[src/inc/hcpd_pkg.sv]
package hcpd_pkg;

  // ********************************************
  // Command codes and packet layout
  // ********************************************
  localparam logic [15:0] CMD_RANGE = 16'h000e;    // Range-change command code.
  localparam logic [15:0] CMD_FMT = 16'h0015;      // Timestamp-format command code.
  localparam logic [15:0] LEN_SHORT = 16'h0004;    // Length of both short commands.
  localparam logic [15:0] PWR_LO = 16'h0100;       // First parameter-write identifier.
  localparam logic [15:0] PWR_HI = 16'h0fff;       // Last parameter-write identifier.
  localparam logic [15:0] PRD_LO = 16'h1000;       // First parameter-read identifier.
  localparam logic [15:0] PRD_HI = 16'h1fff;       // Last parameter-read identifier.
  localparam int HDR_BYTES = 4;                    // Identifier plus length bytes.
  localparam int PKT_MAX = 16;                     // Largest packet the decoder holds.

  // ********************************************
  // Parameter groups and system parameters
  // ********************************************
  localparam logic [11:0] GRP_SYS_LO = 12'h100;    // System group start.
  localparam logic [11:0] GRP_SYS_HI = 12'h1ff;    // System group end.
  localparam logic [11:0] GRP_ALG_LO = 12'h200;    // Fusion algorithm group start.
  localparam logic [11:0] GRP_ALG_HI = 12'h2ff;    // Fusion algorithm group end.
  localparam logic [11:0] GRP_VSI_LO = 12'h300;    // Virtual sensor information start.
  localparam logic [11:0] GRP_VSI_HI = 12'h3ff;    // Virtual sensor information end.
  localparam logic [11:0] GRP_VSC_LO = 12'h500;    // Virtual sensor configuration start.
  localparam logic [11:0] GRP_VSC_HI = 12'h5ff;    // Virtual sensor configuration end.
  localparam logic [11:0] GRP_CUS_LO = 12'h800;    // Customer group start.
  localparam logic [11:0] GRP_CUS_HI = 12'hdff;    // Customer group end.
  localparam logic [11:0] GRP_PSC_LO = 12'he00;    // Physical sensor control start.
  localparam logic [11:0] GRP_PSC_HI = 12'heff;    // Physical sensor control end.
  localparam logic [11:0] SYS_RW_LO = 12'h101;     // First read/write system parameter.
  localparam logic [11:0] SYS_RW_HI = 12'h103;     // Last of the first read/write run.
  localparam logic [11:0] SYS_RO_LO = 12'h104;     // First read-only system parameter.
  localparam logic [11:0] SYS_RO_HI = 12'h106;     // Last of the read-only run.
  localparam logic [11:0] SYS_VPRES = 12'h11f;     // Virtual sensors present, read-only.
  localparam logic [11:0] SYS_PPRES = 12'h120;     // Physical sensors present, read-only.
  localparam logic [11:0] SYS_PSI_LO = 12'h121;    // Physical sensor information start.
  localparam logic [11:0] SYS_PSI_HI = 12'h160;    // Physical sensor information end.

  // ********************************************
  // Group codes reported with each decode
  // ********************************************
  typedef enum logic [2:0] {
    HCPD_GRP_RSV = 3'h0,
    HCPD_GRP_SYS = 3'h1,
    HCPD_GRP_ALG = 3'h2,
    HCPD_GRP_VSI = 3'h3,
    HCPD_GRP_VSC = 3'h4,
    HCPD_GRP_CUS = 3'h5,
    HCPD_GRP_PSC = 3'h6
  } hcpd_grp_t;

  // ********************************************
  // Sensors, ranges and scaling
  // ********************************************
  localparam int NUM_VS = 8;                       // Virtual sensors tracked.
  localparam int NUM_PS = 4;                       // Physical sensors behind them.
  localparam logic [2:0] PS_FUSED = 3'h7;          // Map code for a multi-sensor output.
  // Virtual-to-physical map, three bits per virtual sensor, sensor 0 in the low bits.
  localparam logic [23:0] VS_MAP_RST = 24'hfda240;
  localparam logic [15:0] RANGE_DEF = 16'h0008;    // Default range of each physical sensor.
  localparam logic [4:0] SAMPLE_BITS = 5'h10;      // Output sample width.
  localparam logic SAMPLE_SIGNED = 1'b1;           // Samples are signed.
  localparam logic [1:0] FMT_RST = 2'h0;           // Format flags after reset.

  // ********************************************
  // Controller register offsets (APB)
  // ********************************************
  localparam logic [7:0] REG_CTRL = 8'h00;         // Bit 0 start, write-only pulse.
  localparam logic [7:0] REG_ID = 8'h04;           // Command identifier in bits 15:0.
  localparam logic [7:0] REG_PAY0 = 8'h08;         // Payload bytes 4..7, byte 4 lowest.
  localparam logic [7:0] REG_PAY1 = 8'h0c;         // Payload bytes 8..11.
  localparam logic [7:0] REG_LEN = 8'h10;          // Length field in bits 15:0.
  localparam logic [7:0] REG_STAT = 8'h14;         // Busy in bit 0, response count in bits 4:1.
  localparam logic [7:0] REG_RSP0 = 8'h18;         // Response bytes 0..3.
  localparam logic [7:0] REG_RSP1 = 8'h1c;         // Response bytes 4..7.

  // Scale exponent: range times full scale over code span, kept as a shift count.
  function automatic logic [4:0] hcpd_scale(input logic [15:0] rng, input logic [4:0] bits, input logic sgn);
    logic [4:0] msb;
    msb = 5'h0;
    for (int i = 0; i < 16; i++) begin
      if (rng[i]) begin
        msb = 5'(i);
      end
    end
    hcpd_scale = 5'(bits - 5'(sgn) - msb);
  endfunction

  // Scale exponent of the default range, shown by every sensor after reset.
  localparam logic [4:0] SCALE_RST = hcpd_scale(RANGE_DEF, SAMPLE_BITS, SAMPLE_SIGNED);

endpackage

[src/inc/hcpd_if.sv]
`timescale 1ns/1ns
// Byte link between host and decoder: host writes channel 0, device answers on channel 3.
interface hcpd_if;
  logic [7:0] ch0_data;   // Input channel 0 byte.
  logic ch0_valid;        // Byte is offered.
  logic ch0_last;         // Final byte of the packet.
  logic ch0_ready;        // Decoder takes the byte.
  logic [7:0] ch3_data;   // Output channel 3 byte.
  logic ch3_valid;        // Response byte offered.
  logic ch3_last;         // Final response byte.
  logic ch3_ready;        // Host takes the response byte.

  modport dev (input ch0_data, input ch0_valid, input ch0_last, output ch0_ready,
               output ch3_data, output ch3_valid, output ch3_last, input ch3_ready);
  modport host (output ch0_data, output ch0_valid, output ch0_last, input ch0_ready,
                input ch3_data, input ch3_valid, input ch3_last, output ch3_ready);
endinterface

[src/rtl/hcpd_classify.sv]
`timescale 1ns/1ns
// Combinational classifier for a command identifier.
module hcpd_classify
  import hcpd_pkg::*;
(
  // Identifier under test.
  input wire logic [15:0] cmd_id,
  // Decode results.
  output logic is_range,
  output logic is_fmt,
  output logic is_param,
  output logic is_read,
  output hcpd_grp_t grp,
  output logic allowed
);

  wire logic [11:0] pnum;
  wire logic in_w;
  wire logic in_r;
  wire logic sys_ro;
  wire logic sys_rw;

  assign pnum = cmd_id[11:0];
  assign is_range = (cmd_id == CMD_RANGE);
  assign is_fmt = (cmd_id == CMD_FMT);
  assign in_w = (cmd_id >= PWR_LO) && (cmd_id <= PWR_HI);
  assign in_r = (cmd_id >= PRD_LO) && (cmd_id <= PRD_HI);
  assign is_param = in_w || in_r;
  assign is_read = (cmd_id[15:12] == 4'h1);

  // Group routing by parameter number.
  always_comb begin
    if (pnum >= GRP_SYS_LO && pnum <= GRP_SYS_HI) begin
      grp = HCPD_GRP_SYS;
    end else if (pnum >= GRP_ALG_LO && pnum <= GRP_ALG_HI) begin
      grp = HCPD_GRP_ALG;
    end else if (pnum >= GRP_VSI_LO && pnum <= GRP_VSI_HI) begin
      grp = HCPD_GRP_VSI;
    end else if (pnum >= GRP_VSC_LO && pnum <= GRP_VSC_HI) begin
      grp = HCPD_GRP_VSC;
    end else if (pnum >= GRP_CUS_LO && pnum <= GRP_CUS_HI) begin
      grp = HCPD_GRP_CUS;
    end else if (pnum >= GRP_PSC_LO && pnum <= GRP_PSC_HI) begin
      grp = HCPD_GRP_PSC;
    end else begin
      grp = HCPD_GRP_RSV;
    end
  end

  // Access rights inside the system group; unlisted system numbers are reserved.
  assign sys_rw = (pnum >= SYS_RW_LO && pnum <= SYS_RW_HI) || (pnum >= SYS_PSI_LO && pnum <= SYS_PSI_HI);
  assign sys_ro = (pnum >= SYS_RO_LO && pnum <= SYS_RO_HI) || pnum == SYS_VPRES || pnum == SYS_PPRES;
  assign allowed = is_param && (grp != HCPD_GRP_RSV) &&
                   ((grp != HCPD_GRP_SYS) || sys_rw || (sys_ro && is_read));

endmodule

[src/rtl/hcpd_dev.sv]
`timescale 1ns/1ns
// Function
// - Range command: id 0x000E, sensor, range
// - Refuse range change on fused sensors
// - Host targets single-sensor outputs only
// - Zero range selects physical default range
// - Physical range is largest nonzero request
// - Scale factor follows range, width, sign
// - Host watches range-changed event
// - Format command: id 0x0015, flags byte
// - Flags zero: delta and full timestamps
// - Flags 0x01: drop delta timestamps
// - Flags 0x02: drop header timestamp
// - Flags 0x03: drop both timestamps
// - Classify parameter write and read ranges
// - Top hex digit selects read/write
// - Whole parameter, one direction per transaction; reads are answered with a zero-length header only
// - Host reads with id 0x1 plus number
// - Read response goes to channel 3
// - Host writes the whole parameter structure
// - Route parameter numbers by group
// - System parameter read/write versus read-only
module hcpd_dev
  import hcpd_pkg::*;
(
  // Clock, reset and enable.
  input wire logic pclk,
  input wire logic presetn,
  input wire logic clk_en,
  // Link to the host.
  hcpd_if.dev lnk,
  // Timestamp controls to the FIFO writer.
  output logic ts_delta_en,
  output logic ts_full_en,
  // Physical sensor ranges and scale exponents, sensor 0 in the low bits.
  output logic [NUM_PS*16-1:0] ps_range,
  output logic [NUM_PS*5-1:0] ps_scale,
  // Per-command outcome.
  output logic cmd_done,
  output logic cmd_reject,
  output logic range_changed,
  // Parameter write handed on, with its group and number.
  output logic pwr_valid,
  output logic [2:0] pwr_group,
  output logic [11:0] pwr_num
);

  // ****************************************************
  // State
  // ****************************************************
  typedef enum logic [2:0] {
    HCPD_ST_RX = 3'b001,
    HCPD_ST_EXEC = 3'b010,
    HCPD_ST_TX = 3'b100
  } hcpd_st_t;

  hcpd_st_t st_r;                        // Receive, execute, respond.
  logic [7:0] pkt_r [PKT_MAX];           // Packet bytes as received.
  logic [4:0] cnt_r;                     // Bytes received or sent.
  logic [15:0] req_r [NUM_VS];           // Range requested per virtual sensor.
  logic [1:0] fmt_r;                     // Timestamp flags.
  logic [7:0] rsp_r [HDR_BYTES];         // Response header bytes.

  wire logic [15:0] cmd_id;
  wire logic [15:0] len;
  wire logic [7:0] sid;
  wire logic [15:0] rng;
  wire logic is_range;
  wire logic is_fmt;
  wire logic is_param;
  wire logic is_read;
  wire logic allowed;
  hcpd_grp_t grp;
  wire logic [2:0] sid_ps;
  wire logic range_ok;
  wire logic take;
  wire logic give;
  logic [NUM_PS*16-1:0] range_nxt;       // Selected range per physical sensor.
  logic [NUM_PS*5-1:0] scale_nxt;        // Scale exponent per physical sensor.

  assign cmd_id = {pkt_r[1], pkt_r[0]};
  assign len = {pkt_r[3], pkt_r[2]};
  assign sid = pkt_r[4];
  assign rng = {pkt_r[6], pkt_r[5]};
  assign sid_ps = VS_MAP_RST[3*sid[2:0] +: 3];
  // Byte 7 of both short commands and upper flag bits are never read.
  assign range_ok = is_range && (sid < 8'(NUM_VS)) && (sid_ps != PS_FUSED) && (len == LEN_SHORT);
  assign take = (st_r == HCPD_ST_RX) && lnk.ch0_valid;
  assign give = (st_r == HCPD_ST_TX) && lnk.ch3_ready;
  assign lnk.ch0_ready = (st_r == HCPD_ST_RX);
  assign lnk.ch3_valid = (st_r == HCPD_ST_TX);
  assign lnk.ch3_data = rsp_r[cnt_r[1:0]];
  assign lnk.ch3_last = (cnt_r == 5'(HDR_BYTES - 1));

  hcpd_classify u_cls (
    .cmd_id(cmd_id),
    .is_range(is_range),
    .is_fmt(is_fmt),
    .is_param(is_param),
    .is_read(is_read),
    .grp(grp),
    .allowed(allowed)
  );

  // ****************************************************
  // Range selection per physical sensor
  // ****************************************************
  // Largest nonzero request among sharers, else the default.
  always_comb begin
    logic [15:0] best;
    best = 16'h0;
    for (int p = 0; p < NUM_PS; p++) begin
      best = 16'h0;
      for (int v = 0; v < NUM_VS; v++) begin
        if (VS_MAP_RST[3*v +: 3] == 3'(p) && req_r[v] > best) begin
          best = req_r[v];
        end
      end
      if (best == 16'h0) begin
        best = RANGE_DEF;
      end
      range_nxt[16*p +: 16] = best;
      scale_nxt[5*p +: 5] = hcpd_scale(best, SAMPLE_BITS, SAMPLE_SIGNED);
    end
  end

  // Output stage: timestamp enables and sensor ranges leave from flip-flops, one cycle after the state.
  always_ff @(posedge pclk or negedge presetn) begin
    if (!presetn) begin
      ts_delta_en <= ~FMT_RST[0];
      ts_full_en <= ~FMT_RST[1];
      ps_range <= {NUM_PS{RANGE_DEF}};
      ps_scale <= {NUM_PS{SCALE_RST}};
    end else if (clk_en) begin
      ts_delta_en <= ~fmt_r[0];
      ts_full_en <= ~fmt_r[1];
      ps_range <= range_nxt;
      ps_scale <= scale_nxt;
    end
  end

  // ****************************************************
  // Sequencer
  // ****************************************************
  // Collects one packet, acts on it once, answers reads with a header.
  always_ff @(posedge pclk or negedge presetn) begin
    if (!presetn) begin
      st_r <= HCPD_ST_RX;
      cnt_r <= 5'h0;
      fmt_r <= FMT_RST;
      cmd_done <= 1'b0;
      cmd_reject <= 1'b0;
      range_changed <= 1'b0;
      pwr_valid <= 1'b0;
      pwr_group <= 3'h0;
      pwr_num <= 12'h0;
      for (int i = 0; i < NUM_VS; i++) begin
        req_r[i] <= 16'h0;
      end
      for (int i = 0; i < PKT_MAX; i++) begin
        pkt_r[i] <= 8'h0;
      end
      for (int i = 0; i < HDR_BYTES; i++) begin
        rsp_r[i] <= 8'h0;
      end
    end else if (clk_en) begin
      cmd_done <= 1'b0;
      cmd_reject <= 1'b0;
      range_changed <= 1'b0;
      pwr_valid <= 1'b0;
      case (st_r)
        HCPD_ST_RX: begin
          if (take) begin
            // Bytes beyond the buffer are dropped; the packet still ends on last.
            if (cnt_r < 5'(PKT_MAX)) begin
              pkt_r[cnt_r[3:0]] <= lnk.ch0_data;
              cnt_r <= cnt_r + 5'h1;
            end
            if (lnk.ch0_last) begin
              st_r <= HCPD_ST_EXEC;
            end
          end
        end
        HCPD_ST_EXEC: begin
          cnt_r <= 5'h0;
          st_r <= HCPD_ST_RX;
          cmd_done <= 1'b1;
          if (range_ok) begin
            req_r[sid[2:0]] <= rng;
            range_changed <= 1'b1;
          end else if (is_fmt && len == LEN_SHORT) begin
            fmt_r <= pkt_r[4][1:0];
          end else if (allowed && is_read) begin
            // Reads carry only the identifier; answer with its header.
            rsp_r[0] <= pkt_r[0];
            rsp_r[1] <= {4'h0, pkt_r[1][3:0]};
            rsp_r[2] <= 8'h0;
            rsp_r[3] <= 8'h0;
            st_r <= HCPD_ST_TX;
          end else if (allowed && !is_read) begin
            pwr_valid <= 1'b1;
            pwr_group <= grp;
            pwr_num <= cmd_id[11:0];
          end else begin
            cmd_reject <= 1'b1;
          end
        end
        HCPD_ST_TX: begin
          if (give) begin
            if (lnk.ch3_last) begin
              cnt_r <= 5'h0;
              st_r <= HCPD_ST_RX;
            end else begin
              cnt_r <= cnt_r + 5'h1;
            end
          end
        end
        default: begin
          st_r <= HCPD_ST_RX;
        end
      endcase
    end
  end

endmodule

[src/flat_wrapper.sv]
// flat-port wrapper written by rule: the top's interface ports become plain ports
module hcpd_dev_flat import hcpd_pkg::*;
  (pclk, presetn, clk_en, ts_delta_en, ts_full_en, ps_range, ps_scale, cmd_done, cmd_reject, range_changed, pwr_valid, pwr_group, pwr_num, lnk_ch0_data, lnk_ch0_valid, lnk_ch0_last, lnk_ch0_ready, lnk_ch3_data, lnk_ch3_valid, lnk_ch3_last, lnk_ch3_ready);
  hcpd_if lnk_i ();
  input wire logic pclk;
  input wire logic presetn;
  input wire logic clk_en;
  output logic ts_delta_en;
  output logic ts_full_en;
  output logic [NUM_PS*16-1:0] ps_range;
  output logic [NUM_PS*5-1:0] ps_scale;
  output logic cmd_done;
  output logic cmd_reject;
  output logic range_changed;
  output logic pwr_valid;
  output logic [2:0] pwr_group;
  output logic [11:0] pwr_num;
  input wire logic [$bits(lnk_i.ch0_data)-1:0] lnk_ch0_data;
  input wire logic [$bits(lnk_i.ch0_valid)-1:0] lnk_ch0_valid;
  input wire logic [$bits(lnk_i.ch0_last)-1:0] lnk_ch0_last;
  output wire logic [$bits(lnk_i.ch0_ready)-1:0] lnk_ch0_ready;
  output wire logic [$bits(lnk_i.ch3_data)-1:0] lnk_ch3_data;
  output wire logic [$bits(lnk_i.ch3_valid)-1:0] lnk_ch3_valid;
  output wire logic [$bits(lnk_i.ch3_last)-1:0] lnk_ch3_last;
  input wire logic [$bits(lnk_i.ch3_ready)-1:0] lnk_ch3_ready;
  assign lnk_i.ch0_data = lnk_ch0_data;
  assign lnk_i.ch0_valid = lnk_ch0_valid;
  assign lnk_i.ch0_last = lnk_ch0_last;
  assign lnk_ch0_ready = lnk_i.ch0_ready;
  assign lnk_ch3_data = lnk_i.ch3_data;
  assign lnk_ch3_valid = lnk_i.ch3_valid;
  assign lnk_ch3_last = lnk_i.ch3_last;
  assign lnk_i.ch3_ready = lnk_ch3_ready;
  hcpd_dev u_core (.pclk(pclk), .presetn(presetn), .clk_en(clk_en), .lnk(lnk_i), .ts_delta_en(ts_delta_en), .ts_full_en(ts_full_en), .ps_range(ps_range), .ps_scale(ps_scale), .cmd_done(cmd_done), .cmd_reject(cmd_reject), .range_changed(range_changed), .pwr_valid(pwr_valid), .pwr_group(pwr_group), .pwr_num(pwr_num));
endmodule
[config.mk]
export PLATFORM = sky130hd
export DESIGN_NAME = hcpd_dev_flat
export DESIGN_NICKNAME = d
export VERILOG_FILES = /design/src/inc/hcpd_pkg.sv /design/src/inc/hcpd_if.sv /design/src/rtl/hcpd_classify.sv /design/src/rtl/hcpd_dev.sv /design/src/flat_wrapper.sv
export SDC_FILE = /design/constraint.sdc
export NUM_CORES = 1
export LEC_CHECK = 0
export BUFFER_PORTS_ARGS = -buffer_cell sky130_fd_sc_hd__buf_2
export CAP_MARGIN = 20
export CORE_ASPECT_RATIO = 1.25
export CORE_MARGIN = 4
export CORE_UTILIZATION = 60
export DETAILED_ROUTE_END_ITERATION = 10
export GPL_TIMING_DRIVEN = 0
export PLACE_DENSITY = 0.87
export RECOVER_POWER = 25
export SYNTH_ARGS = -nofsm -noshare
export SYNTH_HDL_FRONTEND = slang
export SYNTH_SLANG_ARGS = --single-unit
export TNS_END_PERCENT = 5
[constraint.sdc]
create_clock -name pclk -period 3 [get_ports pclk]
set_clock_uncertainty 0.1 [all_clocks]
set_input_delay 0.45 -clock pclk [delete_from_list [all_inputs] [get_ports pclk]]
set_output_delay 0.45 -clock pclk [all_outputs]
set_load 0.05 [all_outputs]
# == Yosys cells after proc, flatten, opt, wreduce, memory -nomap -nowiden ==
# Cells that the tools add are included.
# totals
wordCells,261
memories,0
romBits,0
reg_bits,383
latchBits,0
input_bits,14
mem_bits_rw,0
output_inout_bits,116
# classes
n_mul,1
n_addsub,5
bitwise_logic,8
n_mux,111
n_eq_ne,17
div_mod_pow,0
shift,1
order_cmp,35
n_reduce_logical,44
# ops
op,count
$bwmux W128,2
$mux W16,11
$mux W4,24
$mux W5,18
$mux W3,25
$gt A16 B1 Y1 const B,4
$logic_not A16 Y1,4
$demux W16 S3,1
$ge A12 B9 Y1 const B,4
$le A12 B9 Y1 const B,4
$demux W8 S4,1
$gt A16 B16 Y1,2
$eq A12 B9 Y1 const B,2
$ge A12 B10 Y1 const B,2
$ge A12 B12 Y1 const B,2
$le A12 B10 Y1 const B,2
$le A12 B12 Y1 const B,2
$logic_and A1 B1 Y1,24
$mux W8,3
$shiftx A24 B6 Y3 const A,1
$mux W1,17
$bmux W8 S2,1
$eq A16 B3 Y1 const B,1
$eq A16 B4 Y1 const B,1
41 further kinds,64

# == Depth between registers and ports, before layout ==
# depth
ltp_word,22
depth_mapped,10
depth_no_buf,9

# == Modules after synthesis ==
# Synthesis repeated with hierarchy kept, for this count alone.
# unflattened
hier_cells,1071
area_unflattened_um2,12909.9
# by_module_without_submodules
mod,area_per_inst_um2,instances,seq_area_each_um2,cells_each
hcpd_dev,12675.9,1,6900.4,1029
hcpd_classify,234.0,1,0.0,42

# == Worst setup path before layout ==
# OpenSTA, ideal clock, no wires.
# synth_timing
kind,reg2reg
startpoint,register u_core.st_r[0]
endpoint,"register u_core.pkt_r, in the netlist u_core.cmd_id[0]"
required_time_ns,2.775
path_stages_with_launch,7
n_path_buf,0
arrival_time_ns,2.723
period_less_slack_ns,2.948
setup_time_ns,0.125
setup_slack_ns,0.052
cell_sequence,dfstp_2 -> inv_1 -> nor3_1 -> nand4_1 -> nor2_1 -> nand2_1 -> mux2_2
# synth_between
elab_chain_cells,3
# synth_lines
item,line_no,rtl
from (decl),hcpd_dev.sv:57,hcpd_st_t st_r;
from (signal assigned),hcpd_dev.sv:148,st_r <= HCPD_ST_RX;
from (signal assigned),hcpd_dev.sv:180,st_r <= HCPD_ST_EXEC;
from (signal assigned),hcpd_dev.sv:186,st_r <= HCPD_ST_RX;
$eq A3 B1 Y1 *,-,
named net lnk_ch0_ready,flat_wrapper.sv:21,output wire logic [$bits(lnk_i.ch0_ready)-1:0] lnk_ch0_ready;
$logic_and A1 B1 Y1,hcpd_dev.sv:88,assign take = (st_r == HCPD_ST_RX) && lnk.ch0_valid;
$reduce_and A4 Y1 (no source line) *,-,
"to (signal, indexed assignment)",hcpd_dev.sv:176,pkt_r[cnt_r[3:0]] <= lnk.ch0_data;
to (decl),hcpd_dev.sv:58,logic [7:0] pkt_r [PKT_MAX];
# Mark *: on every way through the listed nets, which the timed path passes. The rest lies on a longest branch.
# A chain may end at the register's enable or synchronous reset.

# == Final worst setup path ==
# layout_timing
startpoint,register u_core.req_r[123] (netlist name)
endpoint,register u_core.ps_range[13]
# layout_between
elab_chain_cells,6
# layout_lines
item,line_no,rtl
from (decl),hcpd_dev.sv:60,logic [15:0] req_r [NUM_VS];
"from (signal, indexed assignment)",hcpd_dev.sv:189,req_r[sid[2:0]] <= rng;
$gt A16 B1 Y1,hcpd_dev.sv:115,if (VS_MAP_RST[3*v +: 3] == 3'(p) && req_r[v] > best) begin
$mux W16 *,hcpd_dev.sv:115,
$gt A16 B16 Y1,hcpd_dev.sv:115,
$mux W16 *,hcpd_dev.sv:115,
$logic_not A16 Y1,hcpd_dev.sv:119,if (best == 16'h0) begin
$mux W16 *,hcpd_dev.sv:119,
to (signal assigned),hcpd_dev.sv:132,ps_range <= {NUM_PS{RANGE_DEF}};
to (signal assigned),hcpd_dev.sv:137,ps_range <= range_nxt;
to (decl),hcpd_dev.sv:36,"output logic [NUM_PS*16-1:0] ps_range,"
# Mark *: on every way between the ends. The rest lies on a longest branch, timed or not.

==> impl_metrics.json <==
{
  "outcome": "complete, no violations",
  "via_per_inst": 6.16,
  "cp_max_fo": 10,
  "cts-buffers-inserted": 27,
  "clockRootBuffer": "clkbuf_16",
  "syn_area_mm2": 0.0133,
  "crit_slowest_cell": "dfrtp_1",
  "slowest_delay_ns": 0.51,
  "drtPass1Iterations": 5,
  "drt-total-wl_um": 34600,
  "grt-ovfl-total": 0,
  "wl_per_cell_um": 21.6,
  "fmax_mhz": 345,
  "diodes": 0,
  "relSlewSlack_pct": 25.2,
  "top_layer": "met4",
  "core_area_mm2": 0.0216,
  "maxCapViolCount": 0,
  "synth_edf_count": 0,
  "p_int_mw": 7.15,
  "swShare_pct": 32.7,
  "grt_pass1_vias": 10200,
  "synthDistinctLibCells": 77,
  "finalMaxSlewViolations": 0,
  "num_vias": 9852,
  "port-buffer-count": 125,
  "syn2layout_area_growth_pct": 16.4,
  "die_area_mm2": 0.0245,
  "synth_ff_type": "dfrtp_1",
  "fill_cells": 1486,
  "initial_utilization_pct": 61.3,
  "synth.avg_cell_area_um2": 11.7,
  "met1_length_um": 13200,
  "final_cells": 1599,
  "hold_viol": 0,
  "critPathKind": "reg2reg",
  "min_period_ns": 2.90,
  "cts_tree": "built",
  "p_leak_nw": 7.61,
  "seq_power_share_pct": 45.0,
  "drcViolationCount": 0,
  "ys_warn_count": 0,
  "cts.path.max_buffers": 3,
  "worst_ep_arrival_time_ns": 3.20,
  "h-tree-depth": 1,
  "critPathRequiredTime_ns": 3.30,
  "setup_viol": 0,
  "clockPowerShare_pct": 33.7,
  "die_h_um": 174,
  "wl_met2_um": 17300,
  "power_density_mw_per_mm2": 689,
  "final_layout_size_suffix_gt1_share_pct": 33.9,
  "synthArstFlopShare_pct": 100,
  "grt_first_pass_wirelength_um": 54900,
  "clkTransAtPathRegs_ns": 0.07,
  "die_w_um": 141,
  "final_nets": 1349,
  "fin_crit_sh_pct": 96.5,
  "cp-start-kind": "flip-flop",
  "wl_met3_um": 2200,
  "postLayoutCoreUtil_pct": 71.3,
  "pwr-share-comb_pct": 21.3,
  "drtIter0Drc": 578,
  "place_congestion": 0.947,
  "grtUsageTotal_pct": 28.0,
  "yosysSeqAreaShare_pct": 52.1,
  "synth_cells": 1129,
  "grt_max_degree": 133,
  "ios": 130,
  "cp-end-kind": "flip-flop",
  "rows": 60,
  "antenna_found_initial": 0,
  "post-place-cells": 1538,
  "worst_pin_slew_ns": 1.12,
  "clk-insertion-delay-late_ns": 0.54,
  "tns_ns": 0,
  "dp_hpwl_um": 24600,
  "cts.sinks": 275,
  "p_sw_mw": 3.47,
  "synth_seq_cells": 275,
  "path_cells": "inv_1, ha_1, and4_1, nor4b_2, a221o_1, o22ai_2, buf_2, mux2i_1, a21oi_1",
  "holdCritPathClass": "in2reg",
  "antenna_left": 0,
  "worst_ir_drop_vdd_mv": 0.844
}
[critical path, delay by kind of cell, from the launching register on]
| family | cells | cell delay (ns) |
|---|---|---|
| flip-flops | 1 | 0.51 |
| adder cells (fa/ha/maj) | 1 | 0.31 |
| AND/OR/NAND/NOR | 2 | 0.38 |
| AO/OA/AOI/OAI | 3 | 0.71 |
| buffers and inverters | 2 | 0.46 |
| multiplexers | 1 | 0.26 |
[cells by family (layout without fill, tap and decap cells)]
group                      after synthesis  count (layout)  share of synthesized area, %
adders and majority gates               36              36                          3.40
DFF                                    275             275                          52.1
other                                    1               4                        0.0283
AOI/OAI and AO/OA                      185             185                          9.33
buffers and inverters                  112             300                          3.89
muxes                                  238             238                          20.5
and+or+nand+nor                        282             282                          10.8
[synthesized netlist by cell type, types with 3 or more instances]
cell | n | area, µm²
buf_4 | 4 | 30.0
a221oi_1 | 3 | 26.3
nor3_1 | 24 | 120
o21a_1 | 3 | 22.5
or2_2 | 3 | 18.8
a41o_1 | 3 | 30.0
nor2_1 | 78 | 293
nor2b_1 | 7 | 43.8
nor4b_1 | 3 | 26.3
o311ai_0 | 3 | 26.3
nand2b_1 | 9 | 56.3
a211oi_1 | 5 | 37.5
a41oi_1 | 8 | 70.1
o31a_1 | 3 | 26.3
a31oi_1 | 18 | 113
ha_1 | 36 | 450
dfstp_2 | 15 | 394
buf_1 | 4 | 15.0
mux2_2 | 192 | 2160
and2_1 | 7 | 43.8
a22o_1 | 4 | 35.0
mux2i_1 | 27 | 270
o2bb2ai_1 | 3 | 26.3
inv_1 | 63 | 236
o21ai_0 | 33 | 165
dfrtp_1 | 260 | 6510
buf_6 | 7 | 78.8
o31ai_1 | 9 | 67.6
nand4_1 | 8 | 50.1
a21oi_1 | 61 | 305
or3_1 | 6 | 37.5
nand3_1 | 17 | 85.1
clkbuf_1 | 24 | 90.1
mux2_4 | 19 | 285
nand2_1 | 75 | 282
nor4_1 | 25 | 156
buf_2 | 9 | 45.0
[placed cells by master, fill, tap and decap left out, types with 13 or more instances in the layout]
master	netlist	final
mux2_2	192	192
mux2i_1	27	26
nor4_1	25	23
ha_1	36	35
dfrtp_1	260	252
a31oi_1	18	18
nand3_1	17	17
clkbuf_1	24	49
nor2_1	78	77
buf_2	9	110
nand2_1	75	74
nor3_1	24	24
inv_1	63	63
dfstp_2	15	15
mux2_4	19	19
buf_4	4	13
clkbuf_16	0	27
o21ai_0	33	32
a21oi_1	61	61
[through the flow]
step           hold WS, ns  worst slack [ns]  total power [mW]  cell area, µm²
5_1_grt              0.171          -0.00106              11.0           15400
2_1_floorplan       0.0544            0.0523              6.24           13300
3_3_place_gp         0.305             -3.35              6.94           14200
6_report             0.151             0.104              10.6           15400
3_5_place_dp         0.307            -0.302              7.06           14300
4_1_cts              0.146            0.0195              10.6           15400
[power groups by stage]
stage               clock (mW)  combinational, mW  sequential [mW]
floorplan                    0               1.29             4.94
global placement             0               2.16             4.78
detailed placement           0               2.24             4.81
CTS                       3.61               2.26             4.75
global route              3.77               2.43             4.83
finish                    3.58               2.26             4.78
[final timing paths]
path	startpoint	endpoint	slack [ns]	cells past startpoint
max	u_core.req_r[123]	u_core.ps_range[13]	0.10	9
min	lnk_ch0_last	u_core.st_r[1]	0.15	3
max reg2reg	u_core.req_r[123]	u_core.ps_range[13]	0.10	9
min reg2reg	u_core.fmt_r[0]	u_core.ts_delta_en	0.32	1
max in group asynchronous	presetn	u_core.req_r[93]	0.48	4
min in group asynchronous	presetn	u_core.ps_range[4]	0.31	2
[area by class of cell]
cell class | count | area [µm²] | area share (%)
clock inverters | 8 | 135 | 0.876
clock buffers | 42 | 822 | 5.33
well taps | 279 | 349 | 2.26
plain buffers | 49 | 290 | 1.88
inverters | 63 | 236 | 1.53
repair buffers | 138 | 742 | 4.81
flip-flops and latches | 275 | 6910 | 44.8
multi-input cells | 745 | 5930 | 38.5
[flip-flops by register name, indices dropped and copies added (netlist names)]
name and cells:
u_core.cmd_reject 1, u_core.rsp_r 12, u_core.ts_delta_en 1, u_core.fmt_r 2, u_core.cmd_id 16, u_core.range_changed 1
u_core.ps_scale 16, u_core.cmd_done 1, u_core.ps_range 64, u_core.sid 8, u_core.req_r 96, u_core.cnt_r 5
u_core.pwr_group 3, u_core.pkt_r 16, u_core.len 16, u_core.pwr_num 12, u_core.st_r 3, u_core.pwr_valid 1
u_core.ts_full_en 1
[timing repair]
| item | CTS | global route |
|---|---|---|
| gates resized for setup | 13 | 17 |
| buffers inserted | 6 | 4 |
| hold buffers | 1 | 0 |
| endpoints found under the hold margin | 56 | 0 |
| pin swaps | 3 | 2 |
| endpoints found under the setup margin | 28 | 106 |
[layer usage]
metal  vias to the layer above  track usage [%]
met2                       425             47.9
met4                         0             13.8
met3                       120             3.41
met5                         -                0
li1                       4418                -
met1                      4889             35.1
(Power assumes the default switching activity.)
